### src/design/adcf_pkg.sv
package adcf_pkg;
    // register indices; byte address is four times the index
    localparam logic [5:0] CTRL_IDX = 6'h00;
    localparam logic [5:0] STAT_IDX = 6'h01;
    localparam logic [5:0] ERR_EN_IDX = 6'h06;
    localparam logic [5:0] INT_EN_IDX = 6'h07;
    localparam logic [5:0] FLOW_ERR_IDX = 6'h08;
    localparam logic [5:0] CONV_EV_IDX = 6'h09;
    localparam logic [5:0] CONV_FLAGS_IDX = 6'h0b;
    // control fields
    localparam int CTRL_EN_BIT = 0;
    localparam int CTRL_SRST_BIT = 1;
    localparam int CTRL_RSTMODE_BIT = 2;
    localparam int CTRL_LDCONF_BIT = 3;
    localparam int CTRL_ATEND_BIT = 4;
    localparam int CTRL_DBLBUF_BIT = 5;
    localparam int CTRL_SGLCSL_BIT = 6;
    localparam logic [7:0] CTRL_RESET = 8'h00;
    localparam logic [7:0] CTRL_WMASK = 8'h7d;
    // flow error fields
    localparam int TRIG_ERR_BIT = 3;
    localparam int RSTAR_ERR_BIT = 2;
    localparam int LDCONF_ERR_BIT = 1;
    localparam logic [7:0] FLOW_W1C_MASK = 8'h06;
    // conversion event fields
    localparam int ABORT_DONE_BIT = 7;
    localparam int OVERRUN_BIT = 6;
    localparam logic [7:0] CONV_EV_W1C_MASK = 8'hc0;
    localparam logic [7:0] EN_RESET = 8'h00;
    localparam logic [1:0] RESP_OKAY = 2'b00;
    localparam logic [1:0] RESP_SLVERR = 2'b10;
endpackage

### src/design/adcf_flag.sv
`timescale 1ns/10ps
module adcf_flag #(
    parameter int W = 8
) (
    // clock and reset
    input wire logic aclk,
    input wire logic aresetn,
    // control
    input wire logic clr_all,
    input wire logic [W-1:0] set,
    input wire logic [W-1:0] w1c,
    // state
    output logic [W-1:0] q
);
    logic [W-1:0] q_reg;
    logic [W-1:0] q_next;

    if (W < 1) begin : g_chk
        $error("adcf_flag: width below one");
    end

    // a set in the same cycle as a one-write wins, so no event is lost
    assign q_next = clr_all ? '0 : ((q_reg & ~w1c) | set);
    assign q = q_reg;

    always_ff @(posedge aclk) begin
        if (!aresetn) begin
            q_reg <= '0;
        end else begin
            q_reg <= q_next;
        end
    end
endmodule

### src/design/adcf_overrun.sv
`timescale 1ns/10ps
module adcf_overrun #(
    parameter int N = 16
) (
    // flags, bit 0 is end of list
    input wire logic [N-1:0] flags,
    input wire logic [N-1:0] set_req,
    // mode and events
    input wire logic double_mode,
    input wire logic first_store,
    // result
    output logic ovr
);
    logic ovr_double;
    logic ovr_single;

    if (N < 2) begin : g_chk
        $error("adcf_overrun: needs end flag and one conversion flag");
    end

    assign ovr_double = |(flags & set_req);
    // end-of-list flag is never examined in single mode
    assign ovr_single = first_store & (|flags[N-1:1]);
    assign ovr = double_mode ? ovr_double : ovr_single;
endmodule

### src/design/adcf_top.sv
`timescale 1ns/10ps
module adcf_top
    import adcf_pkg::*;
#(
    parameter int ADDR_W = 8
) (
    // clock and reset
    input wire logic aclk,
    input wire logic aresetn,
    // axi4-lite write address
    input wire logic [ADDR_W-1:0] s_axi_awaddr,
    input wire logic s_axi_awvalid,
    output logic s_axi_awready,
    // axi4-lite write data
    input wire logic [31:0] s_axi_wdata,
    input wire logic [3:0] s_axi_wstrb,
    input wire logic s_axi_wvalid,
    output logic s_axi_wready,
    // axi4-lite write response
    output logic [1:0] s_axi_bresp,
    output logic s_axi_bvalid,
    input wire logic s_axi_bready,
    // axi4-lite read
    input wire logic [ADDR_W-1:0] s_axi_araddr,
    input wire logic s_axi_arvalid,
    output logic s_axi_arready,
    output logic [31:0] s_axi_rdata,
    output logic [1:0] s_axi_rresp,
    output logic s_axi_rvalid,
    input wire logic s_axi_rready,
    // sequencer events, one-cycle pulses
    input wire logic restart_ev,
    input wire logic trig_bus_ev,
    input wire logic trig_hw_ev,
    input wire logic seq_abort_req,
    input wire logic abort_exec_ev,
    input wire logic cmd_load_ev,
    input wire logic seq_done_ev,
    input wire logic eol_exec_ev,
    input wire logic first_result_ev,
    input wire logic stop_exit_ev,
    input wire logic [15:0] conv_set_req,
    // sequencer levels
    input wire logic abort_lowpower,
    input wire logic last_cmd_busy,
    input wire logic eol_pending,
    input wire logic first_sample_busy,
    // status to sequencer and system
    output logic conv_halt,
    output logic flag_irq,
    output logic module_enabled
);
    import adcf_pkg::*;

    if (ADDR_W < 8) begin : g_chk
        $error("adcf_top: address width below 8 cannot reach the map");
    end

    // bus slave state
    logic aw_held_reg;
    logic w_held_reg;
    logic awready_reg;
    logic wready_reg;
    logic bvalid_reg;
    logic [1:0] bresp_reg;
    logic arready_reg;
    logic rvalid_reg;
    logic [31:0] rdata_reg;
    logic [1:0] rresp_reg;
    logic [5:0] waddr_reg;
    logic [31:0] wdata_reg;
    logic [3:0] wstrb_reg;

    // software registers
    logic [7:0] ctrl_reg;
    logic soft_rst_reg;
    logic [7:0] err_en_reg;
    logic [7:0] int_en_reg;

    // sequencer tracking
    logic aborted_reg;
    logic restart_busy_reg;
    logic started_reg;
    logic seq_active_reg;
    logic trig_seen_reg;
    logic abort_busy_reg;
    logic abort_defer_reg;
    logic first_restart_reg;
    logic halt_reg;
    logic irq_reg;

    // flag states
    logic [7:0] flow_q;
    logic [7:0] conv_ev_q;
    logic [15:0] conv_flags_q;

    // decode
    logic wr_fire;
    logic [5:0] ridx;
    logic [31:0] wmask;
    logic [31:0] wval;
    logic wr_ctrl;
    logic wr_err_en;
    logic wr_int_en;
    logic wr_flow;
    logic wr_conv_ev;
    logic wr_conv_flags;
    logic wr_known;
    logic rd_known;
    logic [31:0] rd_mux;

    // control fields
    logic enable;
    logic clr_all;
    logic restart_mode;
    logic ld_confirm;
    logic at_end;
    logic double_buf;
    logic single_csl;
    logic live;

    // event logic
    logic trig_any;
    logic te_aborted;
    logic te_loading;
    logic te_unstarted;
    logic te_active;
    logic te_sampling;
    logic te_clash;
    logic trig_err_set;
    logic reach_now;
    logic rstar_set;
    logic ldconf_set;
    logic abort_done_set;
    logic ovr_now;
    logic [7:0] flow_set;
    logic [7:0] flow_w1c;
    logic [7:0] conv_ev_set;
    logic [7:0] conv_ev_w1c;
    logic [15:0] conv_flags_w1c;
    logic [7:0] status_word;

    // register write decode
    assign wr_fire = aw_held_reg & w_held_reg & ~bvalid_reg;
    assign wmask = {{8{wstrb_reg[3]}}, {8{wstrb_reg[2]}},
                    {8{wstrb_reg[1]}}, {8{wstrb_reg[0]}}};
    assign wval = wdata_reg & wmask;
    assign wr_ctrl = wr_fire & (waddr_reg == CTRL_IDX) & wstrb_reg[0];
    assign wr_err_en = wr_fire & (waddr_reg == ERR_EN_IDX) & wstrb_reg[0];
    assign wr_int_en = wr_fire & (waddr_reg == INT_EN_IDX) & wstrb_reg[0];
    assign wr_flow = wr_fire & (waddr_reg == FLOW_ERR_IDX);
    assign wr_conv_ev = wr_fire & (waddr_reg == CONV_EV_IDX);
    assign wr_conv_flags = wr_fire & (waddr_reg == CONV_FLAGS_IDX);
    assign wr_known = (waddr_reg == CTRL_IDX) | (waddr_reg == STAT_IDX)
                    | (waddr_reg == ERR_EN_IDX) | (waddr_reg == INT_EN_IDX)
                    | (waddr_reg == FLOW_ERR_IDX) | (waddr_reg == CONV_EV_IDX)
                    | (waddr_reg == CONV_FLAGS_IDX);

    // control fields
    assign enable = ctrl_reg[CTRL_EN_BIT];
    assign restart_mode = ctrl_reg[CTRL_RSTMODE_BIT];
    assign ld_confirm = ctrl_reg[CTRL_LDCONF_BIT];
    assign at_end = ctrl_reg[CTRL_ATEND_BIT];
    assign double_buf = ctrl_reg[CTRL_DBLBUF_BIT];
    assign single_csl = ctrl_reg[CTRL_SGLCSL_BIT];
    assign clr_all = soft_rst_reg | ~enable;
    // a halted sequencer raises no flag until soft-reset or disable
    assign live = enable & ~soft_rst_reg & ~halt_reg;

    // trigger error causes
    assign trig_any = trig_bus_ev | trig_hw_ev;
    assign te_aborted = restart_mode & aborted_reg & trig_any;
    assign te_loading = restart_mode & restart_busy_reg & trig_any;
    // the host starts the first list with a restart alone; its trigger comes from hardware
    assign te_unstarted = ~restart_mode & ~started_reg & trig_bus_ev;
    assign te_active = seq_active_reg & trig_any;
    assign te_sampling = first_sample_busy & trig_any;
    assign te_clash = ~restart_mode & trig_hw_ev & trig_bus_ev;
    assign trig_err_set = live & (te_aborted | te_loading | te_unstarted
                                  | te_active | te_sampling | te_clash);

    // restart error: only when no end or abort point is near
    assign reach_now = eol_exec_ev | (at_end & eol_pending)
                     | seq_abort_req | abort_busy_reg;
    // a restart while the previous one is still loading raises no restart error
    assign rstar_set = live & restart_ev & trig_seen_reg & ~reach_now
                     & ~restart_busy_reg;
    assign ldconf_set = live & restart_mode & restart_ev & ~ld_confirm
                      & ~abort_busy_reg & ~seq_abort_req
                      & ~first_restart_reg & ~single_csl;

    assign flow_set = {4'h0, trig_err_set, rstar_set, ldconf_set, 1'b0};
    // trigger error has no write path; only soft-reset or disable clears it
    assign flow_w1c = wr_flow ? (wval[7:0] & FLOW_W1C_MASK) : 8'h00;

    assign abort_done_set = live & abort_exec_ev & ~abort_lowpower
                          & ~abort_defer_reg & ~(seq_abort_req & last_cmd_busy & at_end);
    assign conv_ev_set = {abort_done_set, live & ovr_now, 6'h00};
    assign conv_ev_w1c = wr_conv_ev ? (wval[7:0] & CONV_EV_W1C_MASK) : 8'h00;
    assign conv_flags_w1c = wr_conv_flags ? wval[15:0] : 16'h0000;

    adcf_flag #(.W(8)) u_flow (
        .aclk(aclk),
        .aresetn(aresetn),
        .clr_all(clr_all),
        .set(flow_set),
        .w1c(flow_w1c),
        .q(flow_q)
    );

    adcf_flag #(.W(8)) u_conv_ev (
        .aclk(aclk),
        .aresetn(aresetn),
        .clr_all(clr_all),
        .set(conv_ev_set),
        .w1c(conv_ev_w1c),
        .q(conv_ev_q)
    );

    adcf_flag #(.W(16)) u_conv_flags (
        .aclk(aclk),
        .aresetn(aresetn),
        .clr_all(clr_all),
        .set(live ? conv_set_req : 16'h0000),
        .w1c(conv_flags_w1c),
        .q(conv_flags_q)
    );

    adcf_overrun #(.N(16)) u_ovr (
        .flags(conv_flags_q),
        .set_req(conv_set_req),
        .double_mode(double_buf),
        .first_store(first_result_ev),
        .ovr(ovr_now)
    );

    // read decode
    assign ridx = s_axi_araddr[7:2];
    assign status_word = {halt_reg, seq_active_reg, trig_seen_reg, restart_busy_reg,
                          aborted_reg, abort_busy_reg, started_reg, first_restart_reg};
    assign rd_known = (ridx == CTRL_IDX) | (ridx == STAT_IDX)
                    | (ridx == ERR_EN_IDX) | (ridx == INT_EN_IDX)
                    | (ridx == FLOW_ERR_IDX) | (ridx == CONV_EV_IDX)
                    | (ridx == CONV_FLAGS_IDX);
    assign rd_mux = (ridx == CTRL_IDX) ? {24'h0, ctrl_reg} :
                    (ridx == STAT_IDX) ? {24'h0, status_word} :
                    (ridx == ERR_EN_IDX) ? {24'h0, err_en_reg} :
                    (ridx == INT_EN_IDX) ? {24'h0, int_en_reg} :
                    (ridx == FLOW_ERR_IDX) ? {24'h0, flow_q} :
                    (ridx == CONV_EV_IDX) ? {24'h0, conv_ev_q} :
                    (ridx == CONV_FLAGS_IDX) ? {16'h0, conv_flags_q} : 32'h0;

    // write channels: address and data taken in either order
    always_ff @(posedge aclk) begin
        if (!aresetn) begin
            aw_held_reg <= 1'b0;
            awready_reg <= 1'b0;
            waddr_reg <= 6'h00;
        end else if (s_axi_awvalid & awready_reg) begin
            aw_held_reg <= 1'b1;
            awready_reg <= 1'b0;
            waddr_reg <= s_axi_awaddr[7:2];
        end else if (wr_fire) begin
            aw_held_reg <= 1'b0;
        end else if (~aw_held_reg & ~bvalid_reg) begin
            awready_reg <= 1'b1;
        end
    end

    always_ff @(posedge aclk) begin
        if (!aresetn) begin
            w_held_reg <= 1'b0;
            wready_reg <= 1'b0;
            wdata_reg <= 32'h0;
            wstrb_reg <= 4'h0;
        end else if (s_axi_wvalid & wready_reg) begin
            w_held_reg <= 1'b1;
            wready_reg <= 1'b0;
            wdata_reg <= s_axi_wdata;
            wstrb_reg <= s_axi_wstrb;
        end else if (wr_fire) begin
            w_held_reg <= 1'b0;
        end else if (~w_held_reg & ~bvalid_reg) begin
            wready_reg <= 1'b1;
        end
    end

    always_ff @(posedge aclk) begin
        if (!aresetn) begin
            bvalid_reg <= 1'b0;
            bresp_reg <= RESP_OKAY;
        end else if (wr_fire) begin
            bvalid_reg <= 1'b1;
            bresp_reg <= wr_known ? RESP_OKAY : RESP_SLVERR;
        end else if (s_axi_bready) begin
            bvalid_reg <= 1'b0;
        end
    end

    // read channel: answer one cycle after the address is taken
    always_ff @(posedge aclk) begin
        if (!aresetn) begin
            arready_reg <= 1'b0;
            rvalid_reg <= 1'b0;
            rdata_reg <= 32'h0;
            rresp_reg <= RESP_OKAY;
        end else if (s_axi_arvalid & arready_reg) begin
            arready_reg <= 1'b0;
            rvalid_reg <= 1'b1;
            rdata_reg <= rd_mux;
            rresp_reg <= rd_known ? RESP_OKAY : RESP_SLVERR;
        end else if (rvalid_reg & s_axi_rready) begin
            rvalid_reg <= 1'b0;
        end else if (~rvalid_reg) begin
            arready_reg <= 1'b1;
        end
    end

    // software registers; soft-reset is a one-cycle pulse
    always_ff @(posedge aclk) begin
        if (!aresetn) begin
            ctrl_reg <= CTRL_RESET;
            soft_rst_reg <= 1'b0;
            err_en_reg <= EN_RESET;
            int_en_reg <= EN_RESET;
        end else begin
            soft_rst_reg <= wr_ctrl & wval[CTRL_SRST_BIT];
            if (wr_ctrl) begin
                ctrl_reg <= wval[7:0] & CTRL_WMASK;
            end
            if (wr_err_en) begin
                err_en_reg <= wval[7:0];
            end
            if (wr_int_en) begin
                int_en_reg <= wval[7:0];
            end
        end
    end

    // sequencer tracking, cleared with the flags
    always_ff @(posedge aclk) begin
        if (!aresetn || clr_all) begin
            aborted_reg <= 1'b0;
            restart_busy_reg <= 1'b0;
            started_reg <= 1'b0;
            seq_active_reg <= 1'b0;
            trig_seen_reg <= 1'b0;
            abort_busy_reg <= 1'b0;
            abort_defer_reg <= 1'b0;
        end else if (live) begin
            if (abort_exec_ev) begin
                aborted_reg <= 1'b1;
            end else if (restart_ev) begin
                aborted_reg <= 1'b0;
            end
            if (restart_ev) begin
                restart_busy_reg <= 1'b1;
            end else if (cmd_load_ev) begin
                restart_busy_reg <= 1'b0;
            end
            if (restart_ev) begin
                started_reg <= 1'b1;
            end
            if (trig_any) begin
                seq_active_reg <= 1'b1;
            end else if (seq_done_ev | abort_exec_ev) begin
                seq_active_reg <= 1'b0;
            end
            if (trig_any) begin
                trig_seen_reg <= 1'b1;
            end else if (reach_now) begin
                trig_seen_reg <= 1'b0;
            end
            if (seq_abort_req) begin
                abort_busy_reg <= 1'b1;
            end else if (abort_exec_ev) begin
                abort_busy_reg <= 1'b0;
            end
            // an abort deferred to the list end is not reported as done
            if (seq_abort_req & last_cmd_busy & at_end) begin
                abort_defer_reg <= 1'b1;
            end else if (abort_exec_ev) begin
                abort_defer_reg <= 1'b0;
            end
        end
    end

    // first restart after enable, stop exit or soft-reset
    always_ff @(posedge aclk) begin
        if (!aresetn) begin
            first_restart_reg <= 1'b1;
        end else if (clr_all | stop_exit_ev) begin
            first_restart_reg <= 1'b1;
        end else if (restart_ev) begin
            first_restart_reg <= 1'b0;
        end
    end

    // outputs; restart and load errors do not halt the sequencer
    always_ff @(posedge aclk) begin
        if (!aresetn) begin
            halt_reg <= 1'b0;
            irq_reg <= 1'b0;
        end else begin
            halt_reg <= flow_q[TRIG_ERR_BIT] | trig_err_set;
            irq_reg <= |(flow_q & err_en_reg) | |(conv_ev_q & int_en_reg);
        end
    end

    assign s_axi_awready = awready_reg;
    assign s_axi_wready = wready_reg;
    assign s_axi_bvalid = bvalid_reg;
    assign s_axi_bresp = bresp_reg;
    assign s_axi_arready = arready_reg;
    assign s_axi_rvalid = rvalid_reg;
    assign s_axi_rdata = rdata_reg;
    assign s_axi_rresp = rresp_reg;
    assign conv_halt = halt_reg;
    assign flag_irq = irq_reg;
    assign module_enabled = ctrl_reg[CTRL_EN_BIT];
endmodule

### config.mk
export PLATFORM = sky130hd
export DESIGN_NAME = adcf_top
export DESIGN_NICKNAME = d
export VERILOG_FILES = /design/src/design/adcf_pkg.sv /design/src/design/adcf_flag.sv /design/src/design/adcf_overrun.sv /design/src/design/adcf_top.sv
export SDC_FILE = /design/constraint.sdc
export NUM_CORES = 1
export LEC_CHECK = 0
export ABC_AREA = 1
export BUFFER_PORTS_ARGS = -buffer_cell sky130_fd_sc_hd__buf_2
export CELL_PAD_IN_SITES_DETAIL_PLACEMENT = 0
export CELL_PAD_IN_SITES_GLOBAL_PLACEMENT = 1
export CORE_AREA = 2 2 124 126
export CTS_CLUSTER_SIZE = 40
export DETAILED_ROUTE_END_ITERATION = 10
export DIE_AREA = 0 0 126 128
export GPL_TIMING_DRIVEN = 0
export PLACE_DENSITY = 0.85
export SLEW_MARGIN = 10
export SYNTH_ARGS = -nofsm -noshare
export SYNTH_HDL_FRONTEND = slang
export SYNTH_HIERARCHICAL = 1
export SYNTH_SLANG_ARGS = --single-unit
### constraint.sdc
create_clock -name aclk -period 2 [get_ports aclk]
set_clock_uncertainty 0.1 [all_clocks]
set_input_delay 0.2 -clock aclk [delete_from_list [all_inputs] [get_ports aclk]]
set_output_delay 0.2 -clock aclk [all_outputs]
set_load 0.01 [all_outputs]
=== Word level (Yosys, flattened, before mapping) ===
Index checks and enable logic that the tools add are counted.

* Word-level logic and storage cells: 219
* Bits in registers: 132
* Output and inout bits: 44

* Eq/ne operators: 12
* Reductions and logical operators: 33
* Bitwise logic cells: 112
* Multiplexer cells: 32

{| class="wikitable"
|+ Operators with widths
! kind !! number
|-
| two-way mux 16 bit || 9
|-
| bitwise AND 1 bit || 51
|-
| bitwise AND 16 bit || 3
|-
| == test 6 x 4 -> 1 bit (second input constant) || 6
|-
| bitwise AND 8 bit || 4
|-
| bitwise OR 1 bit || 26
|-
| == test 6 x 3 -> 1 bit (second input constant) || 4
|-
| NOT 1 bit || 22
|-
| AND reduction 2 bit || 10
|-
| nonzero test 2 bit || 10
|-
| two-way mux 1 bit || 19
|-
| NOT 16 bit || 1
|-
| bitwise OR 16 bit || 1
|-
| OR reduction 16 bit || 1
|-
| OR reduction 8 bit || 2
|-
| OR reduction 15 bit || 1
|-
| == test 6 x 1 -> 1 bit (second input constant) || 2
|-
| zero test 6 bit || 2
|-
| OR reduction 2 bit || 5
|-
| two-way mux 8 bit || 1
|-
| NOT 3 -> 8 bit || 1
|-
| NOT 8 bit || 1
|-
| bitwise OR 8 x 4 -> 8 bit || 1
|-
| bitwise OR 8 bit || 1
|-
| 4 further kinds || 5
|}

=== Logic depth before layout (Yosys ltp) ===
Gate-level depths: netlist of run 1.

* Depth after elaboration: 11
* Gate-level depth with buffers: 10
* Depth with buffers taken out: 10

=== By module ===
Netlist of run 1, hierarchy kept.

{| class="wikitable"
|+ By module, submodules not included
! module !! cells each !! area an instance (um^2) !! instances
|-
| adcf_top || 598 || 3978.8 || 1
|-
| adcf_flag (u_conv_ev ...) || 42 || 335.3 || 2
|-
| adcf_flag (u_conv_flags) || 83 || 644.4 || 1
|-
| adcf_overrun || 48 || 185.2 || 1
|}

=== Worst setup path after synthesis of run 1 ===
No wires, ideal clock.

* Path type: register to register
* Start point: register halt_reg (netlist: conv_halt)
* End point: register u_conv_flags.q_reg[4] (netlist: u_conv_flags/q[4])
* Data arrival time: 1268 ps
* Slack: 517 ps
* Clock period less this slack: 1483 ps
* Path buffers: 2
* Stages on the path, launching flop included: 8
* Library setup time: 115 ps
* Cell sequence: dfxtp_1 -> inv_1 -> nand3_1 -> clkbuf_1 -> clkbuf_1 -> nor2_1 -> inv_1 -> a21oi_2

* Word-level cells in the longest chain between the ends: 4

{| class="wikitable"
|+ Ends and longest elaborated chain
! element !! line !! RTL
|-
| from (decl) || adcf_top.sv:89 || <nowiki>logic halt_reg;</nowiki>
|-
| from (signal assigned) || adcf_top.sv:405 || <nowiki>halt_reg <= flow_q[TRIG_ERR_BIT] | trig_err_set;</nowiki>
|-
| NOT 1 bit || adcf_top.sv:168 || <nowiki>assign live = enable & ~soft_rst_reg & ~halt_reg;</nowiki>
|-
| bitwise AND 1 bit || adcf_top.sv:168 ||
|-
| two-way mux 16 bit || adcf_top.sv:224 || <nowiki>.set(live ? conv_set_req : 16'h0000),</nowiki>
|-
| bitwise OR 16 bit || adcf_flag.sv:23 || <nowiki>assign q_next = clr_all ? '0 : ((q_reg & ~w1c) | set);</nowiki>
|-
| to (signal assigned) || adcf_flag.sv:30 || <nowiki>q_reg <= q_next;</nowiki>
|-
| to (decl) || adcf_flag.sv:15 || <nowiki>logic [W-1:0] q_reg;</nowiki>
|}

Every way passes these cells.
A chain may end at the register's enable or synchronous reset.

=== Final worst setup path of run 1 ===
* Start point: register waddr_reg[4]
* End point: register int_en_reg[0]

* Word-level cells in the longest chain between the ends: 3

{| class="wikitable"
|+ Ends and longest elaborated chain
! element !! line !! RTL
|-
| from (decl) || adcf_top.sv:70 || <nowiki>logic [5:0] waddr_reg;</nowiki>
|-
| from (signal assigned) || adcf_top.sv:262 || <nowiki>waddr_reg <= s_axi_awaddr[7:2];</nowiki>
|-
| == test 6 x 3 -> 1 bit || adcf_top.sv:150 || <nowiki>assign wr_int_en = wr_fire & (waddr_reg == INT_EN_IDX) & wstrb_reg[0];</nowiki>
|-
| bitwise AND 1 bit (2 in series) || adcf_top.sv:150 ||
|-
| to (signal assigned) || adcf_top.sv:335 || <nowiki>int_en_reg <= wval[7:0];</nowiki>
|-
| to (decl) || adcf_top.sv:78 || <nowiki>logic [7:0] int_en_reg;</nowiki>
|}

Every way passes these cells.

==> results.ini, run 1 <==
[drt]
wire_per_inst_um = 13.79
drtAntennaViolNets = 0
vias = 5498
drt_pass1_iterations = 4
drc = 0
viasPerCell = 4.593
drt_iter0_markers = 351
drt-total-wl_um = 16500

[critical_path]
crit_arrival_ps = 2000
critPathMaxFanout = 9
cp-end-kind = flip-flop
cp.required_ps = 2220
critPathLaunchType = flip-flop
crit_type = flip-flop to flip-flop

[pwr]
power.switching_w = 0.001372
power_frac_comb_pct = 7.5
power_density_nw_per_um2 = 809.7
p_clk_share_pct = 52.4
seqPwrFrac_pct = 40.1
p_sw_share_pct = 23.38
vdd_ir_drop_max_mv = 0.6332
p_int_w = 0.004496
leakage_nw = 3.206

[floorplan]
die_x_um = 126
pin_count = 133
fp.dieH_um = 128
fp-row-count = 45
core-area_um2 = 14860
initial_core_util_pct = 36.86
die_area_um2 = 16130

[clock_tree]
cts_setup_buffers = 0
htree_num_levels = 4
cts.reportedPaths.clkPinSlew_ps = 50
clock_sinks = 114
cts_buffers = 17
clk_latency_ps = 430
root_buffer = clkbuf_16
clk_path_buf_depth = 2
cts_tree = yes

[timing]
hold_viol_final = 1
finalSetupViolations = 0
rsz0062_at_grt = false
timing.hold.ws_ps = -0.6397
fin_crit_ps = 1777
clock.fmax_mhz = 562.6
finalSetupTns_ps = 0
period_share_pct = 88.87
drv_slew = 0
worst_pin_slew_ps = 662.8
max_slew_margin_pct = 55.65

[yosys]
ys_ff_latch = 114
synth.distinct_cells = 32
netlist_area_um2 = 5479
avgSynthCellArea_um2 = 6.739
netlist_instances = 813
yosys_warnings = 6
ys_seq_area_share_pct = 41.65
synth_edf_count = 0
synth-main-ff-cell = dfxtp_1
synthArstFlopShare_pct = 0

[placement]
place.gp.congestion = 0.8932
dp_cells = 1133
dp.final_hpwl_um = 12400
io_buffers = 92

[run_status]
status = complete, but fails checks
violations = negative hold slack

[job]
maxCapViolCount = 0

[global_routing]
grt_max_degree = 17
grt_usage_pct = 20.68
grt_pass1_vias = 5029
grt_first_pass_wirelength_um = 25980
grt_antenna_before_repair = 0
overflow = 0

[cells_and_area]
num-nets-final = 1085
n_antenna_cell = 0
multiInputGateArea_um2 = 2595
fillers = 1547
finalNonFillerCells = 1197
final-seq-area_um2 = 2282
area_delta_synth_final_pct = 32.27
final_layout_size_suffix_gt1_share_pct = 18.73

[hold_path]
hold_class = primary input to flip-flop

## cell type report
cell class                      instances  area share (%)
Clock inverter                          9           1.416
Inverter                              141           7.303
Sequential cell                       114           31.49
Clock buffer                           23           6.872
Timing Repair Buffer                  124           10.77
Buffer                                 36           3.090
Tap cell                              188           3.246
Multi-Input combinational cell        562           35.81
## cell usage after synthesis (4+ instances only)
cell type    n  area share (%)
a21oi_2     26             4.2
buf_2        4            0.37
clkbuf_1    11            0.75
buf_4       20             2.7
o21ai_0     51             4.7
a21oi_1     64             5.8
nand2_1    171              12
dfxtp_1    114              42
inv_1      135             9.2
nor2_1     126             8.6
inv_2        5            0.34
nor3_1       4            0.37
nand4_1     15             1.7
nand3_1     38             3.5
## repair_timing
item	4_1_cts	5_1_grt
setup endpoints to repair	0	10
hold buffers	32	0
endpoints found under the hold margin	31	0
gates resized for setup	0	2
## metal layers
| layer | GRT usage, % | up-vias | part of all wire (%) |
|---|---|---|---|
| li1 | - | 2874 | - |
| met1 | 28.01 | 2412 | 48 |
| met2 | 31.97 | 180 | 44 |
| met3 | 5.259 | 32 | 5.7 |
| met4 | 7.498 | 0 | 2.1 |
| met5 | 0 | - | 0 |
## critical path, cell delays in order, from the launching register on
cell and delay (ps):
dfxtp_1 310, nor2_1 160, nand4_1 230, nor4_4 500, inv_2 160, nor2_1 150
nor2_1 60
## power groups by stage
stage	Clock (W)	Sequential [W]	Combinational, W
floorplan	0	0.00240	0.000227
global placement	0	0.00240	0.000385
detailed placement	0	0.00240	0.000385
CTS	0.00309	0.00235	0.000434
global route	0.00319	0.00236	0.000490
finish	0.00308	0.00235	0.000438
## cell families after synthesis
logic type	after synthesis	share of synthesized area, %
AND/OR/NAND/NOR	370	28.55
buffers and inverters	177	13.72
AO/OA/AOI/OAI	151	16.01
flip-flops	114	41.65
other	1	0.06844
## metrics by stage
step | power, W | area [µm²] | util (%) | setup WS [ps]
after floorplan | 0.002628 | 5629 | - | 517.1
after detailed placement | 0.002787 | 6325 | 42.55 | 136.7
after global routing | 0.006036 | 7247 | 48.75 | 2.279
after CTS | 0.005878 | 7246 | 48.75 | 116.6
final | 0.005868 | 7247 | 48.75 | 222.6
after global placement | 0.002786 | 6325 | 42.55 | 128.5
## cells in the final DEF, fill, tap and decap left out, types with 2 or more instances in the layout
master           n
a21oi_1         64
a21oi_2         26
a221oi_1         2
and3_1           2
buf_2           96
buf_4           20
bufinv_16        2
clkbuf_1        11
clkbuf_16       17
clkbuf_8         5
clkinv_2         5
clkinv_4         2
conb_1          41
dfxtp_1        114
dlygate4sd3_1   32
inv_1          135
inv_2            5
nand2_1        171
nand2_4          3
nand3_1         38
nand3b_1         2
nand4_1         15
nor2_1         126
nor2_2           2
nor3_1           4
nor4_1           3
o211ai_1         3
o21ai_0         51
o31ai_1          2
## final timing paths
check,start,endpoint,slack [ps],depth (start not counted)
worst max register to register,waddr_reg[4],int_en_reg[0],220,6
worst min register to register,s_axi_rdata[0],s_axi_rdata[0],350,2
worst max-delay path,waddr_reg[4],int_en_reg[0],220,6
worst min-delay path,s_axi_wdata[5],wdata_reg[5],-0.6,3
Note: power is estimated with default switching activity, not from simulation.
==> run 2, diff against run 1 <==
==> constraint.sdc (replaced) <==
create_clock -name aclk -period 2 [get_ports aclk]
set_clock_uncertainty 0.1 [all_clocks]
set_input_delay 0 -clock aclk [delete_from_list [all_inputs] [get_ports aclk]]
set_output_delay 0 -clock aclk [all_outputs]
set_load 0.01 [all_outputs]
==> run 2 against run 1 <==
Compared with the run above:
- the run now ends clean
- sequential share of layout area decreased by 1.4 points
- routed wire length increased by 2.2%
- worst hold slack gained 25 ps
- sequential power is essentially flat
- combinational power up 11%
- largest power group unchanged
- power rose by 0.74%
- largest cell class unchanged
- global-route usage grew 0.47 points
- fmax fell by 6.6%
- die area is the same
==> results.ini, run 2 (synthesis results as in run 1) <==
[floorplan]
initial_core_util_pct = 36.86
core-area_um2 = 14860
fp.dieH_um = 128
pin_count = 133
die_x_um = 126
fp-row-count = 45
die_area_um2 = 16130

[hold_path]
min_to = s_axi_rresp[1]
hold_class = primary input to flip-flop
hp-start = s_axi_araddr[7]
holdPathStages = 5

[cells_and_area]
n_antenna_cell = 0
area_delta_synth_final_pct = 38.41
final-seq-area_um2 = 2283
final_common_cell = nand2_1
postLayoutCellArea_um2 = 7584
final_cell_mix = nand2_1, inv_1, nor2_1
fin_util_pct = 51.02
final_layout_size_suffix_gt1_share_pct = 18.33
multiInputGateArea_um2 = 2597
fillers = 1500
num-nets-final = 1118
finalNonFillerCells = 1230

[drt]
drc = 0
drtAntennaViolNets = 0
viasPerCell = 4.580
wire_per_inst_um = 13.72
drt-total-wl_um = 16870
vias = 5634
drt_pass1_iterations = 4
drt_iter0_markers = 296

[critical_path]
cp_slowest_cell = dlygate4sd3_1
ff2ff_path_depth = 6
crit_arrival_ps = 2160
crit_type = flip-flop to flip-flop
reg2reg_to = u_flow/q[2]
critPathMaxStageDelay_ps = 590
critPathMaxFanout = 3
cp.required_ps = 2260
cp-end-kind = flip-flop
path_cells = nor2_1, nand3b_1, dlygate4sd3_1, nor4_1, inv_1, a21oi_2
rr_startpoint = abort_busy_reg
critPathLaunchType = flip-flop
reg2reg_slack_ps = 100

[pwr]
vdd_ir_drop_max_mv = 0.6303
seqPwrFrac_pct = 39.8
power_density_nw_per_um2 = 779.4
power_frac_comb_pct = 8.2
p_int_w = 0.004534
p_clk_share_pct = 52.0
p_sw_share_pct = 23.29
power.switching_w = 0.001377
leakage_nw = 3.359

[timing]
finalSetupTns_ps = 0
fin_crit_ps = 1903
period_share_pct = 95.15
rsz0062_at_grt = false
clock.fmax_mhz = 525.5
layout_setup_ws_ps = 97.06
drv_slew = 0
finalSetupViolations = 0
max_slew_margin_pct = 54.30
hold_viol_final = 0
worst_pin_slew_ps = 683.0

[placement]
io_buffers = 92
place.gp.congestion = 0.8932
post-place-ws_ps = 136.7
dp_cells = 1133
dpl_cell_area_um2 = 6325
dp.final_hpwl_um = 12400

[global_routing]
use_met2_pct = 33.24
use_met3_pct = 5.301
grt_pass1_vias = 5250
grt_first_pass_wirelength_um = 26680
grt_busiest_layer = met2
overflow = 0
grt_usage_pct = 21.15
grt_max_degree = 17
use_met1_pct = 28.19
grt_antenna_before_repair = 0

[clock_tree]
clk_path_buf_depth = 2
clk_latency_ps = 420
cts_setup_buffers = 0
root_buffer = clkbuf_16
cts_buffers = 17
htree_num_levels = 4
cts_tree = yes
cts.reportedPaths.clkPinSlew_ps = 50
clock_sinks = 114

[run_status]
status = finished, final reports clean

[job]
maxCapViolCount = 0

run 2: cell types whose count changed in the layout (fill, tap and decap cells not counted):
| cell | before | now |
|---|---|---|
| buf_2 | 96 | 95 |
| buf_4 | 20 | 21 |
| dfxtp_1 | 114 | 113 |
| dfxtp_2 | 0 | 1 |
| dlygate4sd3_1 | 32 | 65 |
| nor2_1 | 126 | 125 |
| nor2_2 | 2 | 3 |
run 2: worst max path at each step:
stage,to,startpoint,cells after the start,slack (ps)
6_report,u_flow/q[2],abort_busy_reg,6,100
5_1_grt,int_en_reg[1],waddr_reg[4],6,2
4_1_cts,abort_busy_reg,aresetn,8,40
3_5_place_dp,u_conv_flags/q[8],conv_halt,7,140
3_3_place_gp,u_conv_flags/q[5],conv_halt,7,170
2_1_floorplan,u_conv_flags/q[4],conv_halt,7,520
run 2: power groups by stage:
stage                     logic [W]  clock network (W)  registers (W)
final                      0.000484            0.00307        0.00235
after global routing       0.000539            0.00319        0.00236
after CTS                  0.000478            0.00309        0.00235
after detailed placement   0.000385                  0        0.00240
after global placement     0.000385                  0        0.00240
after floorplan            0.000227                  0        0.00240
run 2: layout make-up:
cell class	instances	share of cell area (%)
Tap cell	188	3.102
Multi-Input combinational cell	562	34.25
Buffer	36	2.953
Clock inverter	9	1.353
Sequential cell	114	30.11
Timing Repair Buffer	157	14.68
Inverter	141	6.979
Clock buffer	23	6.567
run 2: per-layer routing:
layer | share of wire, % | routed length, µm
met5 | 0 | 0
met4 | 2.1 | 359
met3 | 5.4 | 907
met2 | 44 | 7435
met1 | 48 | 8171
run 2: stage by stage:
step	total power [W]	hold WS (ps)
6_report	0.005911	24.60
5_1_grt	0.006085	84.67
4_1_cts	0.005922	15.55
3_5_place_dp	0.002787	79.11
3_3_place_gp	0.002786	77.49
2_1_floorplan	0.002628	-11.61
run 2: worst max-delay path, delay by kind of cell, from the launching register on:
kind            cells  cell delay, ps
simple gates        3             610
buf+inv             2             690
flops               1             330
compound gates      1             130
run 2: repair_timing:
item	4_1_cts	5_1_grt
gates resized for setup	0	6
hold endpoints to repair	69	0
hold buffers	65	0
endpoints found under the setup margin	0	15
